File: config.mk
export PLATFORM = sky130hd
export DESIGN_NAME = watchdog_reset
export DESIGN_NICKNAME = d
export VERILOG_FILES = /design/src/watchdog_pkg.sv /design/src/watchdog_reset.sv
export SDC_FILE = /design/constraint.sdc
export NUM_CORES = 1
export LEC_CHECK = 0
export BUFFER_PORTS_ARGS = -buffer_cell sky130_fd_sc_hd__buf_4
export CORE_ASPECT_RATIO = 2
export CORE_MARGIN = 8
export CORE_UTILIZATION = 40
export CTS_CLUSTER_SIZE = 24
export DETAILED_ROUTE_END_ITERATION = 10
export PLACE_DENSITY_LB_ADDON = 0.25
export SKIP_LAST_GASP = 1
export SYNTH_ARGS = -nofsm -noshare
export SYNTH_HDL_FRONTEND = slang
export SYNTH_SLANG_ARGS = --single-unit
File: constraint.sdc
create_clock -name clk -period 5.2 [get_ports clk]
set_clock_uncertainty 0.05 [all_clocks]
set_input_delay 0.52 -clock clk [delete_from_list [all_inputs] [get_ports clk]]
set_output_delay 0.52 -clock clk [all_outputs]
set_load 0.05 [all_outputs]
File: src/watchdog_pkg.sv
// constants, field layout and types for the watchdog and reset-source block
// assumes one 125 MHz clock and a plain strobe register port
package watchdog_pkg;

    localparam int ADDR_W = 8;
    localparam int DATA_W = 16;
    localparam int CNT_W = 19;
    localparam int CAUSE_W = 8;

    // register offsets
    localparam logic [ADDR_W-1:0] RESET_STATUS_OFS = 8'h00;
    localparam logic [ADDR_W-1:0] SYSTEM_OPTION_ONE_OFS = 8'h01;
    localparam logic [ADDR_W-1:0] SYSTEM_OPTION_TWO_OFS = 8'h02;

    // service sequence values
    localparam logic [DATA_W-1:0] SERVICE_FIRST = 16'h0055;
    localparam logic [DATA_W-1:0] SERVICE_SECOND = 16'h00AA;

    // system_option_one fields
    localparam int TSEL_HI = 7;
    localparam int TSEL_LO = 6;
    localparam int PIN_EN_POS = 0;
    // system_option_two fields
    localparam int CLKSEL_POS = 7;
    localparam int WIN_EN_POS = 6;
    localparam int LOCK_POS = 15;

    // reset values: 1 kHz clock, longest timeout, no window, pin reset enabled
    localparam logic [1:0] TSEL_RST = 2'h3;
    localparam logic CLKSEL_RST = 1'b0;
    localparam logic WIN_EN_RST = 1'b0;
    localparam logic PIN_EN_RST = 1'b1;

    // reset_status bit positions
    localparam int ST_POR = 7;
    localparam int ST_PIN = 6;
    localparam int ST_WDOG = 5;
    localparam int ST_ILLEGAL_OPCODE_RESET = 4;
    localparam int ST_ILLEGAL_ADDRESS_RESET = 3;
    localparam int ST_LVD = 1;
    localparam logic [CAUSE_W-1:0] STATUS_RST = 8'h80;

    // overflow exponents for the low-power clock (period 1 ms)
    localparam int LPO_EXP_SHORT = 5;
    localparam int LPO_EXP_MID = 8;
    localparam int LPO_EXP_LONG = 10;
    localparam int LOW_POWER_CLOCK_PERIOD_US = 1000;
    // default overflow exponents for the bus clock
    localparam int BUS_EXP_SHORT = 13;
    localparam int BUS_EXP_MID = 16;
    localparam int BUS_EXP_LONG = 18;

    // values handed to the core on every system reset
    localparam logic [15:0] RESET_VECTOR_ADDR = 16'hFFFE;
    localparam logic [15:0] STACK_INIT = 16'h00FF;

    typedef enum logic {
        SVC_IDLE,
        SVC_ARMED
    } svc_state_t;

endpackage

File: src/watchdog_reset.sv
// watchdog counter, its service sequence, write-once options and reset-source recording
// assumes the core, memory decoder and voltage monitor share clk; the reset pin and
// the 1 kHz low-power clock arrive asynchronously and are synchronised here
//
// The placing of the registers and the address-and-strobe port were chosen for this implementation.
`timescale 1ns/1ps

module watchdog_reset #(
    parameter int BUS_EXP_SHORT = watchdog_pkg::BUS_EXP_SHORT,
    parameter int BUS_EXP_MID = watchdog_pkg::BUS_EXP_MID,
    parameter int BUS_EXP_LONG = watchdog_pkg::BUS_EXP_LONG
) (
    input wire logic clk,
    input wire logic rst,
    input wire logic ce,
    input wire logic [watchdog_pkg::ADDR_W-1:0] addr,
    input wire logic [watchdog_pkg::DATA_W-1:0] wdata,
    input wire logic wr,
    input wire logic rd,
    output logic [watchdog_pkg::DATA_W-1:0] rdata,
    input wire logic reset_pin_n,
    input wire logic lpo_clk,
    input wire logic low_voltage_detect,
    input wire logic illegal_opcode_reset,
    input wire logic illegal_address_reset,
    input wire logic debug_forced_reset,
    input wire logic debug_active,
    input wire logic stop_mode,
    output logic system_reset,
    output logic [watchdog_pkg::CAUSE_W-1:0] reset_cause,
    output logic set_interrupt_mask,
    output logic [15:0] reset_vector_addr,
    output logic [15:0] stack_pointer_init
);

    typedef struct packed {
        logic pin_s1;
        logic pin_s2;
        logic pin_prev;
        logic lpo_s1;
        logic lpo_s2;
        logic lpo_prev;
        logic [1:0] timeout_select;
        logic pin_reset_enable;
        logic watchdog_clock_select;
        logic window_mode_enable;
        logic lock_one;
        logic lock_two;
        watchdog_pkg::svc_state_t svc;
        logic [watchdog_pkg::CNT_W-1:0] count;
        logic [watchdog_pkg::CAUSE_W-1:0] reset_status;
        logic [watchdog_pkg::DATA_W-1:0] rdata;
        logic [watchdog_pkg::CAUSE_W-1:0] cause;
        logic sys_reset;
    } state_t;

    state_t s_r;
    state_t s_nxt;

    // overflow count for the selected source and timeout code; zero means disabled
    function automatic logic [watchdog_pkg::CNT_W-1:0] ovf_limit(
        input logic bus_sel,
        input logic [1:0] tsel
    );
        int e;
        e = 0;
        unique case ({bus_sel, tsel})
            3'b001: e = watchdog_pkg::LPO_EXP_SHORT;
            3'b010: e = watchdog_pkg::LPO_EXP_MID;
            3'b011: e = watchdog_pkg::LPO_EXP_LONG;
            3'b101: e = BUS_EXP_SHORT;
            3'b110: e = BUS_EXP_MID;
            3'b111: e = BUS_EXP_LONG;
            default: e = -1;
        endcase
        if (e < 0) begin
            return '0;
        end
        return watchdog_pkg::CNT_W'(1) << e;
    endfunction

    // restores the watchdog configuration that every reset brings back
    function automatic state_t init_config(input state_t s);
        state_t t;
        t = s;
        t.timeout_select = watchdog_pkg::TSEL_RST;
        t.watchdog_clock_select = watchdog_pkg::CLKSEL_RST;
        t.window_mode_enable = watchdog_pkg::WIN_EN_RST;
        t.pin_reset_enable = watchdog_pkg::PIN_EN_RST;
        t.lock_one = 1'b0;
        t.lock_two = 1'b0;
        t.svc = watchdog_pkg::SVC_IDLE;
        t.count = '0;
        return t;
    endfunction

    logic lpo_tick;
    logic pin_event;
    logic halted;
    logic enabled;
    logic bus_sel;
    logic tick;
    logic timeout;
    logic mapped;
    logic bad_addr;
    logic window_on;
    logic too_early;
    logic svc_reset;
    logic [watchdog_pkg::CNT_W-1:0] limit;
    logic [watchdog_pkg::CNT_W-1:0] window_open;
    logic [watchdog_pkg::CAUSE_W-1:0] causes;

    always_comb begin
        s_nxt = s_r;
        lpo_tick = 1'b0;
        pin_event = 1'b0;
        halted = 1'b0;
        enabled = 1'b0;
        bus_sel = 1'b0;
        tick = 1'b0;
        timeout = 1'b0;
        mapped = 1'b0;
        bad_addr = 1'b0;
        window_on = 1'b0;
        too_early = 1'b0;
        svc_reset = 1'b0;
        limit = '0;
        window_open = '0;
        causes = '0;
        if (ce) begin
            s_nxt.cause = '0;
            s_nxt.sys_reset = 1'b0;
            s_nxt.rdata = '0;
            s_nxt.pin_s1 = reset_pin_n;
            s_nxt.pin_s2 = s_r.pin_s1;
            s_nxt.pin_prev = s_r.pin_s2;
            s_nxt.lpo_s1 = lpo_clk;
            s_nxt.lpo_s2 = s_r.lpo_s1;
            s_nxt.lpo_prev = s_r.lpo_s2;
            lpo_tick = s_r.lpo_s2 & ~s_r.lpo_prev;
            // pin reset taken on its assertion edge only while enabled
            pin_event = s_r.pin_reset_enable & s_r.pin_prev & ~s_r.pin_s2;
            halted = debug_active | stop_mode;
            bus_sel = s_r.watchdog_clock_select;
            limit = ovf_limit(bus_sel, s_r.timeout_select);
            enabled = s_r.timeout_select != 2'h0;
            window_open = limit - (limit >> 2);
            // window only exists on the bus clock
            window_on = enabled & bus_sel & s_r.window_mode_enable;
            too_early = window_on & (s_r.count < window_open);

            if (!enabled) begin
                s_nxt.count = '0;
            end else if (bus_sel) begin
                tick = ~halted;
            end else if (halted) begin
                s_nxt.count = '0;
            end else begin
                tick = lpo_tick;
            end
            if (tick) begin
                s_nxt.count = s_r.count + watchdog_pkg::CNT_W'(1);
            end
            timeout = tick & (s_r.count == limit - watchdog_pkg::CNT_W'(1));

            mapped = addr == watchdog_pkg::RESET_STATUS_OFS
                || addr == watchdog_pkg::SYSTEM_OPTION_ONE_OFS
                || addr == watchdog_pkg::SYSTEM_OPTION_TWO_OFS;
            bad_addr = (wr | rd) & ~mapped;

            // service writes never touch reset_status itself
            if (wr && addr == watchdog_pkg::RESET_STATUS_OFS) begin
                if (wdata == watchdog_pkg::SERVICE_FIRST) begin
                    svc_reset = too_early;
                    s_nxt.svc = watchdog_pkg::SVC_ARMED;
                end else if (wdata == watchdog_pkg::SERVICE_SECOND) begin
                    svc_reset = too_early;
                    s_nxt.svc = watchdog_pkg::SVC_IDLE;
                    if (s_r.svc == watchdog_pkg::SVC_ARMED) begin
                        s_nxt.count = '0;
                    end
                end else begin
                    svc_reset = 1'b1;
                end
            end
            // options are write-once; the first write also restarts the count
            if (wr && addr == watchdog_pkg::SYSTEM_OPTION_ONE_OFS && !s_r.lock_one) begin
                s_nxt.timeout_select = wdata[watchdog_pkg::TSEL_HI:watchdog_pkg::TSEL_LO];
                s_nxt.pin_reset_enable = wdata[watchdog_pkg::PIN_EN_POS];
                s_nxt.lock_one = 1'b1;
                s_nxt.count = '0;
            end
            if (wr && addr == watchdog_pkg::SYSTEM_OPTION_TWO_OFS && !s_r.lock_two) begin
                s_nxt.watchdog_clock_select = wdata[watchdog_pkg::CLKSEL_POS];
                s_nxt.window_mode_enable = wdata[watchdog_pkg::WIN_EN_POS];
                s_nxt.lock_two = 1'b1;
                s_nxt.count = '0;
            end

            if (rd) begin
                unique case (addr)
                    watchdog_pkg::RESET_STATUS_OFS: begin
                        s_nxt.rdata = {8'h00, s_r.reset_status};
                    end
                    watchdog_pkg::SYSTEM_OPTION_ONE_OFS: begin
                        s_nxt.rdata[watchdog_pkg::TSEL_HI:watchdog_pkg::TSEL_LO] =
                            s_r.timeout_select;
                        s_nxt.rdata[watchdog_pkg::PIN_EN_POS] = s_r.pin_reset_enable;
                        s_nxt.rdata[watchdog_pkg::LOCK_POS] = s_r.lock_one;
                    end
                    watchdog_pkg::SYSTEM_OPTION_TWO_OFS: begin
                        s_nxt.rdata[watchdog_pkg::CLKSEL_POS] = s_r.watchdog_clock_select;
                        s_nxt.rdata[watchdog_pkg::WIN_EN_POS] = s_r.window_mode_enable;
                        s_nxt.rdata[watchdog_pkg::LOCK_POS] = s_r.lock_two;
                    end
                    default: s_nxt.rdata = '0;
                endcase
            end

            causes[watchdog_pkg::ST_PIN] = pin_event;
            causes[watchdog_pkg::ST_WDOG] = timeout | svc_reset;
            causes[watchdog_pkg::ST_ILLEGAL_OPCODE_RESET] = illegal_opcode_reset;
            causes[watchdog_pkg::ST_ILLEGAL_ADDRESS_RESET] = illegal_address_reset | bad_addr;
            causes[watchdog_pkg::ST_LVD] = low_voltage_detect;

            // a reset overrides any register write landing in the same cycle
            if ((|causes) || debug_forced_reset) begin
                s_nxt = init_config(s_nxt);
                s_nxt.reset_status = causes;
                s_nxt.cause = causes;
                s_nxt.sys_reset = 1'b1;
            end
        end
    end

    always_ff @(posedge clk or posedge rst) begin
        if (rst) begin
            s_r <= '0;
            s_r.pin_s1 <= 1'b1;
            s_r.pin_s2 <= 1'b1;
            s_r.pin_prev <= 1'b1;
            s_r.timeout_select <= watchdog_pkg::TSEL_RST;
            s_r.watchdog_clock_select <= watchdog_pkg::CLKSEL_RST;
            s_r.window_mode_enable <= watchdog_pkg::WIN_EN_RST;
            s_r.pin_reset_enable <= watchdog_pkg::PIN_EN_RST;
            s_r.svc <= watchdog_pkg::SVC_IDLE;
            s_r.reset_status <= watchdog_pkg::STATUS_RST;
        end else begin
            s_r <= s_nxt;
        end
    end

    assign rdata = s_r.rdata;
    assign system_reset = s_r.sys_reset;
    assign reset_cause = s_r.cause;
    assign set_interrupt_mask = s_r.sys_reset;
    assign reset_vector_addr = watchdog_pkg::RESET_VECTOR_ADDR;
    assign stack_pointer_init = watchdog_pkg::STACK_INIT;

endmodule

==> flow_metrics.py, run 1 <==
metrics = {
    "die": {
        "die_w_um": 98.82,
        "initial_core_util_pct": 40.83,
        "die_area_um2": 17950,
        "core_area_um2": 13440,
        "fp.dieH_um": 181.6,
        "ios": 95,
        "num_rows": 60,
    },
    "logic_synthesis": {
        "synthArstFlopShare_pct": 100.0,
        "ys_seq_elements": 53,
        "synth_cells": 676,
        "netlist_area_um2": 5487,
        "syn_avg_cell_area_um2": 8.116,
        "synth_cell_type_count": 76,
        "ys_warn_count": 0,
        "synth_ff_type": "dfrtp_1",
        "synth-edff-count": 0,
        "ys_seq_area_share_pct": 24.33,
    },
    "global_routing": {
        "grt_pass1_wl_um": 29370,
        "grt_pass1_vias": 5822,
        "track_usage_pct": 20.63,
        "grt-ovfl-total": 0,
        "antenna_found_initial": 0,
        "grt_max_degree": 54,
    },
    "finish": {
        "diodes": 0,
        "finish.utilization_pct": 53.77,
        "final_cell_mix": "buf_4, dfrtp_1, nand2_1, conb_1, inv_1",
        "final_area_um2": 7226,
        "nFillCells": 1233,
        "layout_commonest_cell": "buf_4",
        "layout-drive-gt1-share_pct": 35.19,
        "fin_cells": 965,
        "area_growth_pct": 31.70,
        "final_net_count": 891,
    },
    "clock_tree": {
        "root_buffer": "clkbuf_16",
        "clk_path_buf_depth": 2,
        "htree_levels": 2,
        "insertion_delay_ns": 0.29,
        "cts_buffers": 5,
        "cts_tree": "yes",
        "cts_hold_buffers": 0,
        "clk_pin_slew_ns": 0.07,
        "cts_sinks": 53,
    },
    "sta": {
        "finalCriticalPeriod_ns": 5.251,
        "whs_ns": 0.3542,
        "slew_headroom_pct": 29.65,
        "tightest_slew_ns": 1.052,
        "fin_ws_ns": -0.05071,
        "setup_viol": 12,
        "grt_setup_unrepaired": "true",
        "hold_viol": 0,
        "finalMaxSlewViolations": 0,
        "setup_tns_ns": -0.3027,
        "max_freq_mhz": 190.5,
        "finalCritPeriodShare_pct": 101.0,
    },
    "critical_path": {
        "cpMostUsedCell": "buf_4",
        "critPathKind": "reg -> reg",
        "cp-start-kind": "flop",
        "critPathSlowestCell": "dfstp_2",
        "cp.required_ns": 5.36,
        "critPathMaxStageDelay_ns": 0.57,
        "path_max_fanout": 7,
        "end_kind": "flop",
        "reg2reg_slack_ns": -0.05,
        "cp_data_arrival_time_ns": 5.41,
    },
    "status": {
        "failed_checks": "setup timing",
        "status": "finished with violations",
    },
    "routing": {
        "wl_um": 19010,
        "vias": 5508,
        "via_per_inst": 5.708,
        "post_drt_wl_per_cell_um": 19.70,
        "first_pass_iters": 4,
        "drt-initial-drc-count": 201,
        "drc": 0,
        "ant_nets": 0,
    },
    "placement": {
        "place_congestion": 0.9240,
        "place_area_um2": 6300,
        "dp_hpwl_um": 14920,
        "place_inst": 924,
        "place_ws_ns": -0.4138,
        "portBuffers": 51,
    },
    "pwr": {
        "irDropWorstVdd_mv": 0.2106,
        "cellPowerDensity_nw_per_um2": 136.0,
        "p_leak_nw": 3.267,
        "power_mw": 0.9825,
    },
    "hold_path": {
        "hold_class": "in -> async",
    },
    "flow_run": {
        "cap_violations": 0,
    },
}
## synthesized netlist by cell type (all sizes together), types with 4 or more instances
cell type	number	area [µm²]
buf	68	503.0
inv	53	198.9
nand2	51	193.9
dfrtp	46	1151
o21ai	45	225.2
ha	44	550.5
a21oi	42	221.5
nor2	37	138.9
xnor2	27	236.5
nand3	21	115.1
a21o	17	127.6
nor3	17	90.09
clkbuf	13	48.80
o211ai	13	97.59
nor4	12	75.07
nand4	11	68.82
nor2b	10	62.56
a31oi	9	83.83
and3	9	56.30
or2	9	56.31
dfstp	7	183.9
xor2	7	61.31
mux2	6	67.56
mux2i	6	60.06
o21bai	6	45.04
o22ai	6	37.54
o2bb2ai	6	52.55
a32oi	5	43.79
and2	5	31.28
nor4bb	5	50.05
a211oi	4	30.03
a22o	4	35.03
and4	4	35.03
nand2b	4	25.02
or3	4	25.02
or4	4	30.03
## cells by family after synthesis
group                      after synthesis  share of synthesized area [%]
and+or+nand+nor                        210                          20.52
AOI/OAI and AO/OA                      185                          23.10
buffers and inverters                  135                          13.75
DFF                                     53                          24.33
adders and majority gates               45                          10.40
xor gates and xnor gates                34                          5.428
muxes                                   12                          2.326
other                                    2                         0.1369
## flip-flops by register name, indices dropped and copies added (netlist names)
signal	flops
s_r	39
set_interrupt_mask	1
rdata	8
reset_cause	5
## power breakdown
group          internal (mW)  switching [mW]
clock                  0.179           0.150
sequential             0.430         0.00919
combinational         0.0629           0.151
total                  0.672           0.311
## final cells by class
type                    instances  area, µm²  area share (%)
multi-input cells             532       4080           56.47
well taps                     155      193.9           2.684
flip-flops and latches         53       1335           18.48
clock buffers                   7      132.6           1.835
inverters                      54      207.7           2.874
repair buffers                163       1269           17.56
clock inverters                 1      7.507          0.1039
## path summary, 6_finish.rpt
| check | from | endpoint | depth (start not counted) |
|---|---|---|---|
| min in group clk | lpo_clk | s_r[62]$_DFFE_PP0P_ | 2 |
| hold reg to reg | rdata[0]$_DFFE_PP0P_ | rdata[0]$_DFFE_PP0P_ | 1 |
| setup / recovery | s_r[58]$_DFFE_PP1P_ | s_r[48]$_DFFE_PP0P_ | 29 |
| hold / removal | rst | s_r[62]$_DFFE_PP0P_ | 3 |
| setup reg to reg | s_r[58]$_DFFE_PP1P_ | s_r[48]$_DFFE_PP0P_ | 29 |
| max in group asynchronous | rst | reset_cause[1]$_DFFE_PP0P_ | 3 |
## per-layer routing
| layer | wire [µm] | vias up | track usage (%) | share of wire (%) |
|---|---|---|---|---|
| met4 | 1687 | 0 | 20.56 | 8.9 |
| met2 | 10400 | 212 | 38.57 | 55 |
| met1 | 6125 | 2616 | 17.86 | 32 |
| met5 | 0 | - | 0 | 0 |
| met3 | 793 | 80 | 2.682 | 4.2 |
| li1 | - | 2600 | - | - |
## timing repair
| action | in CTS | in global routing |
|---|---|---|
| hold endpoints to repair | 0 | 0 |
| setup buffers | 24 | 9 |
| cloned | 1 | 0 |
| pin swaps | 33 | 45 |
| setup endpoints to repair | 35 | 35 |
| gates resized for setup | 59 | 65 |
## critical path: cells and delay by family (launching register included)
kind / cells / cell delay, ns
AO/OA/AOI/OAI: 4 / 1.03
multiplexers: 1 / 0.13
adder cells (fa/ha/maj): 3 / 0.79
AND/OR/NAND/NOR: 8 / 1.33
flip-flops: 1 / 0.57
buffers and inverters: 13 / 1.28
(Power assumes the default switching activity.)
==> run 2, diff against run 1 <==
--- a/config.mk
+++ b/config.mk
@@ -9,6 +9,7 @@
 export CORE_ASPECT_RATIO = 2
 export CORE_MARGIN = 8
 export CORE_UTILIZATION = 40
+export CTS_BUF_LIST = sky130_fd_sc_hd__clkbuf_4 sky130_fd_sc_hd__clkbuf_8
 export CTS_CLUSTER_SIZE = 24
 export DETAILED_ROUTE_END_ITERATION = 10
 export PLACE_DENSITY_LB_ADDON = 0.25
==> flow_metrics.py, run 2 (same netlist as run 1, synthesis figures left out) <==
metrics = {
    "global_routing": {
        "antenna_found_initial": 0,
        "grt-ovfl-total": 0,
        "grt_pass1_vias": 5805,
        "grt_pass1_wl_um": 29260,
        "track_usage_pct": 20.62,
        "grt_max_degree": 54,
    },
    "critical_path": {
        "reg2reg_slack_ns": -0.07,
        "critPathSlowestCell": "dfstp_2",
        "cp_data_arrival_time_ns": 5.46,
        "cp_top_family": "simple AND/OR/NAND/NOR gates",
        "timing.rr.start": "s_r[58]$_DFFE_PP1P_",
        "r2r-end": "s_r[58]$_DFFE_PP1P_",
        "cp-start-kind": "flop",
        "cp.required_ns": 5.39,
        "path_max_fanout": 7,
        "end_kind": "flop",
        "critPathMaxStageDelay_ns": 0.58,
        "crit_buf_inv": 12,
        "cpMostUsedCell": "buf_4",
        "critPathKind": "reg -> reg",
        "ff2ff_path_depth": 28,
    },
    "clock_tree": {
        "cts_hold_buffers": 0,
        "cts_buffers": 5,
        "root_buffer": "clkbuf_8",
        "cts_tree": "yes",
        "clk_path_buf_depth": 2,
        "cts_sinks": 53,
        "clk_pin_slew_ns": 0.09,
        "insertion_delay_ns": 0.32,
        "htree_levels": 2,
    },
    "routing": {
        "ant_nets": 0,
        "first_pass_iters": 5,
        "via_per_inst": 5.683,
        "vias": 5450,
        "drt-initial-drc-count": 223,
        "post_drt_wl_per_cell_um": 19.34,
        "drc": 0,
        "wl_um": 18550,
    },
    "finish": {
        "largest_reg_flops": 39,
        "final_cell_mix": "buf_4, inv_1, nand2_1, dfrtp_1, conb_1",
        "finish.utilization_pct": 51.73,
        "layout_commonest_cell": "buf_4",
        "fin_cells": 959,
        "final_area_um2": 6952,
        "nFillCells": 1255,
        "final_net_count": 885,
        "layout-drive-gt1-share_pct": 32.96,
        "diodes": 0,
        "top_register": "s_r",
        "area_growth_pct": 26.70,
    },
    "sta": {
        "grt_setup_unrepaired": "true",
        "hold_viol": 0,
        "finalMaxSlewViolations": 0,
        "finalCritPeriodShare_pct": 101.4,
        "setup_tns_ns": -0.3485,
        "fin_ws_ns": -0.07076,
        "finalCriticalPeriod_ns": 5.271,
        "max_freq_mhz": 189.7,
        "setup_viol": 12,
        "tightest_slew_ns": 1.011,
        "slew_headroom_pct": 32.38,
        "whs_ns": 0.3245,
    },
    "die": {
        "ios": 95,
        "fp.dieH_um": 181.6,
        "die_w_um": 98.82,
        "num_rows": 60,
        "die_area_um2": 17950,
        "core_area_um2": 13440,
        "initial_core_util_pct": 40.83,
    },
    "pwr": {
        "p_sw_share_pct": 33.37,
        "internal_power_mw": 0.5965,
        "seq_power_share_pct": 49.0,
        "switchingPower_mw": 0.2987,
        "cellPowerDensity_nw_per_um2": 128.8,
        "p_leak_nw": 3.160,
        "power_frac_comb_pct": 23.5,
        "irDropWorstVdd_mv": 0.1990,
        "power_mw": 0.8953,
        "p_clk_share_pct": 27.5,
    },
    "placement": {
        "place_ws_ns": -0.4138,
        "dp_hpwl_um": 14920,
        "portBuffers": 51,
        "place_area_um2": 6300,
        "place_inst": 924,
        "place_congestion": 0.9240,
    },
    "flow_run": {
        "cap_violations": 0,
    },
    "hold_path": {
        "hold_class": "in -> async",
    },
    "status": {
        "status": "finished with violations",
        "failed_checks": "setup timing",
    },
}
run 2: worst max path at each step:
stage,start,to,slack (ns),cells past startpoint
after floorplan,s_r[58]$_DFFE_PP1P_,s_r[47]$_DFFE_PP0P_,0.004,28
after global placement,s_r[58]$_DFFE_PP1P_,s_r[58]$_DFFE_PP1P_,-0.32,24
after detailed placement,s_r[58]$_DFFE_PP1P_,s_r[57]$_DFFE_PP1P_,-0.41,24
after CTS,s_r[58]$_DFFE_PP1P_,s_r[48]$_DFFE_PP0P_,-0.10,27
after global routing,s_r[58]$_DFFE_PP1P_,s_r[51]$_DFFE_PP0P_,-0.33,30
final,s_r[58]$_DFFE_PP1P_,s_r[58]$_DFFE_PP1P_,-0.07,28
run 2: worst min-delay path, cell delays in order:
cell	delay [ns]
buf_4	0.11
inv_2	0.03
buf_4	0.52
run 2: area by class of cell:
| type | instances | area [µm²] | area share (%) |
|---|---|---|---|
| clock buffers | 7 | 83.83 | 1.206 |
| multi-input cells | 532 | 3914 | 56.30 |
| well taps | 155 | 193.9 | 2.790 |
| repair buffers | 157 | 1212 | 17.44 |
| inverters | 54 | 205.2 | 2.952 |
| clock inverters | 1 | 7.507 | 0.1080 |
| flip-flops and latches | 53 | 1335 | 19.20 |
run 2: layer usage:
metal  wire length [µm]  share of wire, %  global-route usage (%)
met3                764               4.1                   2.644
met2              10030                54                   38.41
met5                  0                 0                       0
met1               5948                32                   17.95
met4               1803               9.7                   20.68
run 2: power by group through the flow:
stage	Sequential [mW]	Clock (mW)	Combinational [mW]
4_1_cts	0.438	0.254	0.206
5_1_grt	0.441	0.264	0.225
6_report	0.439	0.246	0.210
3_5_place_dp	0.446	0	0.198
2_1_floorplan	0.445	0	0.173
3_3_place_gp	0.445	0	0.196
run 2: timing repair:
| item | CTS | global route |
|---|---|---|
| pin swaps | 34 | 28 |
| buffers inserted | 24 | 2 |
| endpoints found under the setup margin | 35 | 35 |
| gates resized for setup | 61 | 29 |
| cloned | 1 | 0 |
==> run 3, diff against run 2 <==
--- a/config.mk
+++ b/config.mk
@@ -6,6 +6,7 @@
 export NUM_CORES = 1
 export LEC_CHECK = 0
 export BUFFER_PORTS_ARGS = -buffer_cell sky130_fd_sc_hd__buf_4
+export CAP_MARGIN = 20
 export CORE_ASPECT_RATIO = 2
 export CORE_MARGIN = 8
 export CORE_UTILIZATION = 40
==> constraint.sdc (replaced) <==
create_clock -name clk -period 4.66 [get_ports clk]
set_clock_uncertainty 0.05 [all_clocks]
set_input_delay 0.466 -clock clk [delete_from_list [all_inputs] [get_ports clk]]
set_output_delay 0.466 -clock clk [all_outputs]
set_load 0.05 [all_outputs]
==> flow_metrics.py, run 3 (same netlist as run 1, synthesis figures left out) <==
metrics = {
    "sta": {
        "finalCriticalPeriod_ns": 5.246,
        "finalCritPeriodShare_pct": 112.6,
        "fin_ws_ns": -0.5861,
        "grt_setup_unrepaired": "true",
        "tightest_slew_ns": 0.9451,
        "hold_viol": 0,
        "slew_headroom_pct": 36.60,
        "max_freq_mhz": 190.6,
        "setup_viol": 35,
        "whs_ns": 0.2327,
        "finalMaxSlewViolations": 0,
    },
    "routing": {
        "ant_nets": 0,
        "wl_um": 18850,
        "drt-initial-drc-count": 249,
        "via_per_inst": 5.696,
        "drc": 0,
        "first_pass_iters": 5,
        "post_drt_wl_per_cell_um": 19.42,
        "vias": 5531,
    },
    "placement": {
        "place_ws_ns": -0.8358,
        "dp_hpwl_um": 15040,
        "portBuffers": 51,
        "place_congestion": 0.9704,
    },
    "status": {
        "status": "finished with violations",
        "failed_checks": "setup timing",
    },
    "flow_run": {
        "cap_violations": 0,
    },
    "critical_path": {
        "end_kind": "flop",
        "path_max_fanout": 8,
        "critPathMaxStageDelay_ns": 0.57,
        "critPathKind": "reg -> reg",
        "crit_buf_inv": 3,
        "cp_data_arrival_time_ns": 5.46,
        "cp_top_family": "compound AO/OA/AOI/OAI gates",
        "cpMostUsedCell": "a21oi_2",
        "cp.required_ns": 4.88,
        "cp-start-kind": "flop",
        "critPathSlowestCell": "dfstp_2",
    },
    "global_routing": {
        "antenna_found_initial": 0,
        "grt_pass1_wl_um": 28790,
        "track_usage_pct": 20.43,
        "grt_pass1_vias": 5599,
        "grt-ovfl-total": 0,
        "grt_max_degree": 54,
    },
    "finish": {
        "diodes": 0,
        "layout_commonest_cell": "buf_4",
        "finish.utilization_pct": 52.77,
        "final_net_count": 897,
        "largest_reg_flops": 39,
        "layout-drive-gt1-share_pct": 33.58,
        "final_cell_mix": "buf_4, nand2_1, dfrtp_1",
        "area_growth_pct": 29.24,
        "top_register": "s_r",
    },
    "clock_tree": {
        "cts_sinks": 53,
        "htree_levels": 2,
        "root_buffer": "clkbuf_8",
        "clk_path_buf_depth": 2,
        "cts_hold_buffers": 0,
        "clk_pin_slew_ns": 0.13,
        "insertion_delay_ns": 0.35,
        "cts_tree": "yes",
        "cts_buffers": 5,
    },
    "pwr": {
        "p_leak_nw": 3.262,
        "cellPowerDensity_nw_per_um2": 143.0,
        "irDropWorstVdd_mv": 0.2923,
    },
    "die": {
        "initial_core_util_pct": 40.83,
        "fp.dieH_um": 181.6,
        "die_area_um2": 17950,
        "num_rows": 60,
        "core_area_um2": 13440,
        "ios": 95,
        "die_w_um": 98.82,
    },
    "hold_path": {
        "hold_class": "in -> async",
    },
}
[run 3: timing repair]
| item | 4_1_cts | 5_1_grt |
|---|---|---|
| gates resized for setup | 41 | 41 |
| pin swaps | 32 | 28 |
| buffers inserted | 7 | 9 |
| gates cloned | 0 | 1 |
| setup endpoints to repair | 35 | 35 |
[run 3: worst paths after layout]
check                                          from              endpoint  slack, ns  depth (start not counted)
worst min-delay path                            rst   s_r[62]$_DFFE_PP0P_       0.23                          3
worst max-delay path            s_r[58]$_DFFE_PP1P_   s_r[59]$_DFFE_PP1P_      -0.59                         27
worst min register to register  s_r[26]$_DFFE_PP0P_  rdata[1]$_DFFE_PP0P_       0.43                          1
min in group clk                            lpo_clk   s_r[62]$_DFFE_PP0P_       0.30                          2
worst max register to register  s_r[58]$_DFFE_PP1P_   s_r[59]$_DFFE_PP1P_      -0.59                         27
max in group asynchronous                       rst  rdata[7]$_DFFE_PP0P_       3.80                          3
[run 3: tightest hold or removal path, stage by stage]
cell	delay, ns
buf_4	0.11
inv_2	0.03
buf_4	0.53
[run 3: routing by layer]
metal | vias to the layer above | wire, µm | GRT usage (%) | share of wire [%]
met4 | 0 | 1552 | 16.72 | 8.2
met2 | 215 | 10290 | 39.17 | 55
met5 | - | 0 | 0 | 0
met3 | 73 | 749 | 2.261 | 4.0
li1 | 2615 | - | - | -
met1 | 2628 | 6262 | 18.44 | 33
[run 3: area by class of cell]
class                      count  area (µm²)
clock buffer                   5       68.82
clock inverter                 3       28.78
fill                        1185        6347
inverter                      54       205.2
multi-input combinational    531        3906
sequential                    53        1335
tap                          155       193.9
timing repair buffer         170        1353
[run 3: power by group]
| part | switching (mW) | internal [mW] | total, mW |
|---|---|---|---|
| logic | 0.166 | 0.0664 | 0.233 |
| registers | 0.00929 | 0.479 | 0.489 |
| clock network | 0.180 | 0.113 | 0.293 |
[run 3: through the flow]
| stage | cells | area [µm²] | setup TNS, ns | power [mW] |
|---|---|---|---|---|
| 2_1_floorplan | 719 | 5725 | -10.85 | 0.6906 |
| 3_3_place_gp | 946 | 6535 | -25.12 | 0.7151 |
| 3_5_place_dp | 946 | 6535 | -26.09 | 0.7186 |
| 4_1_cts | 961 | 6837 | -21.18 | 1.017 |
| 5_1_grt | 971 | 7091 | -26.91 | 1.050 |
| 6_report | 971 | 7091 | -18.00 | 1.014 |
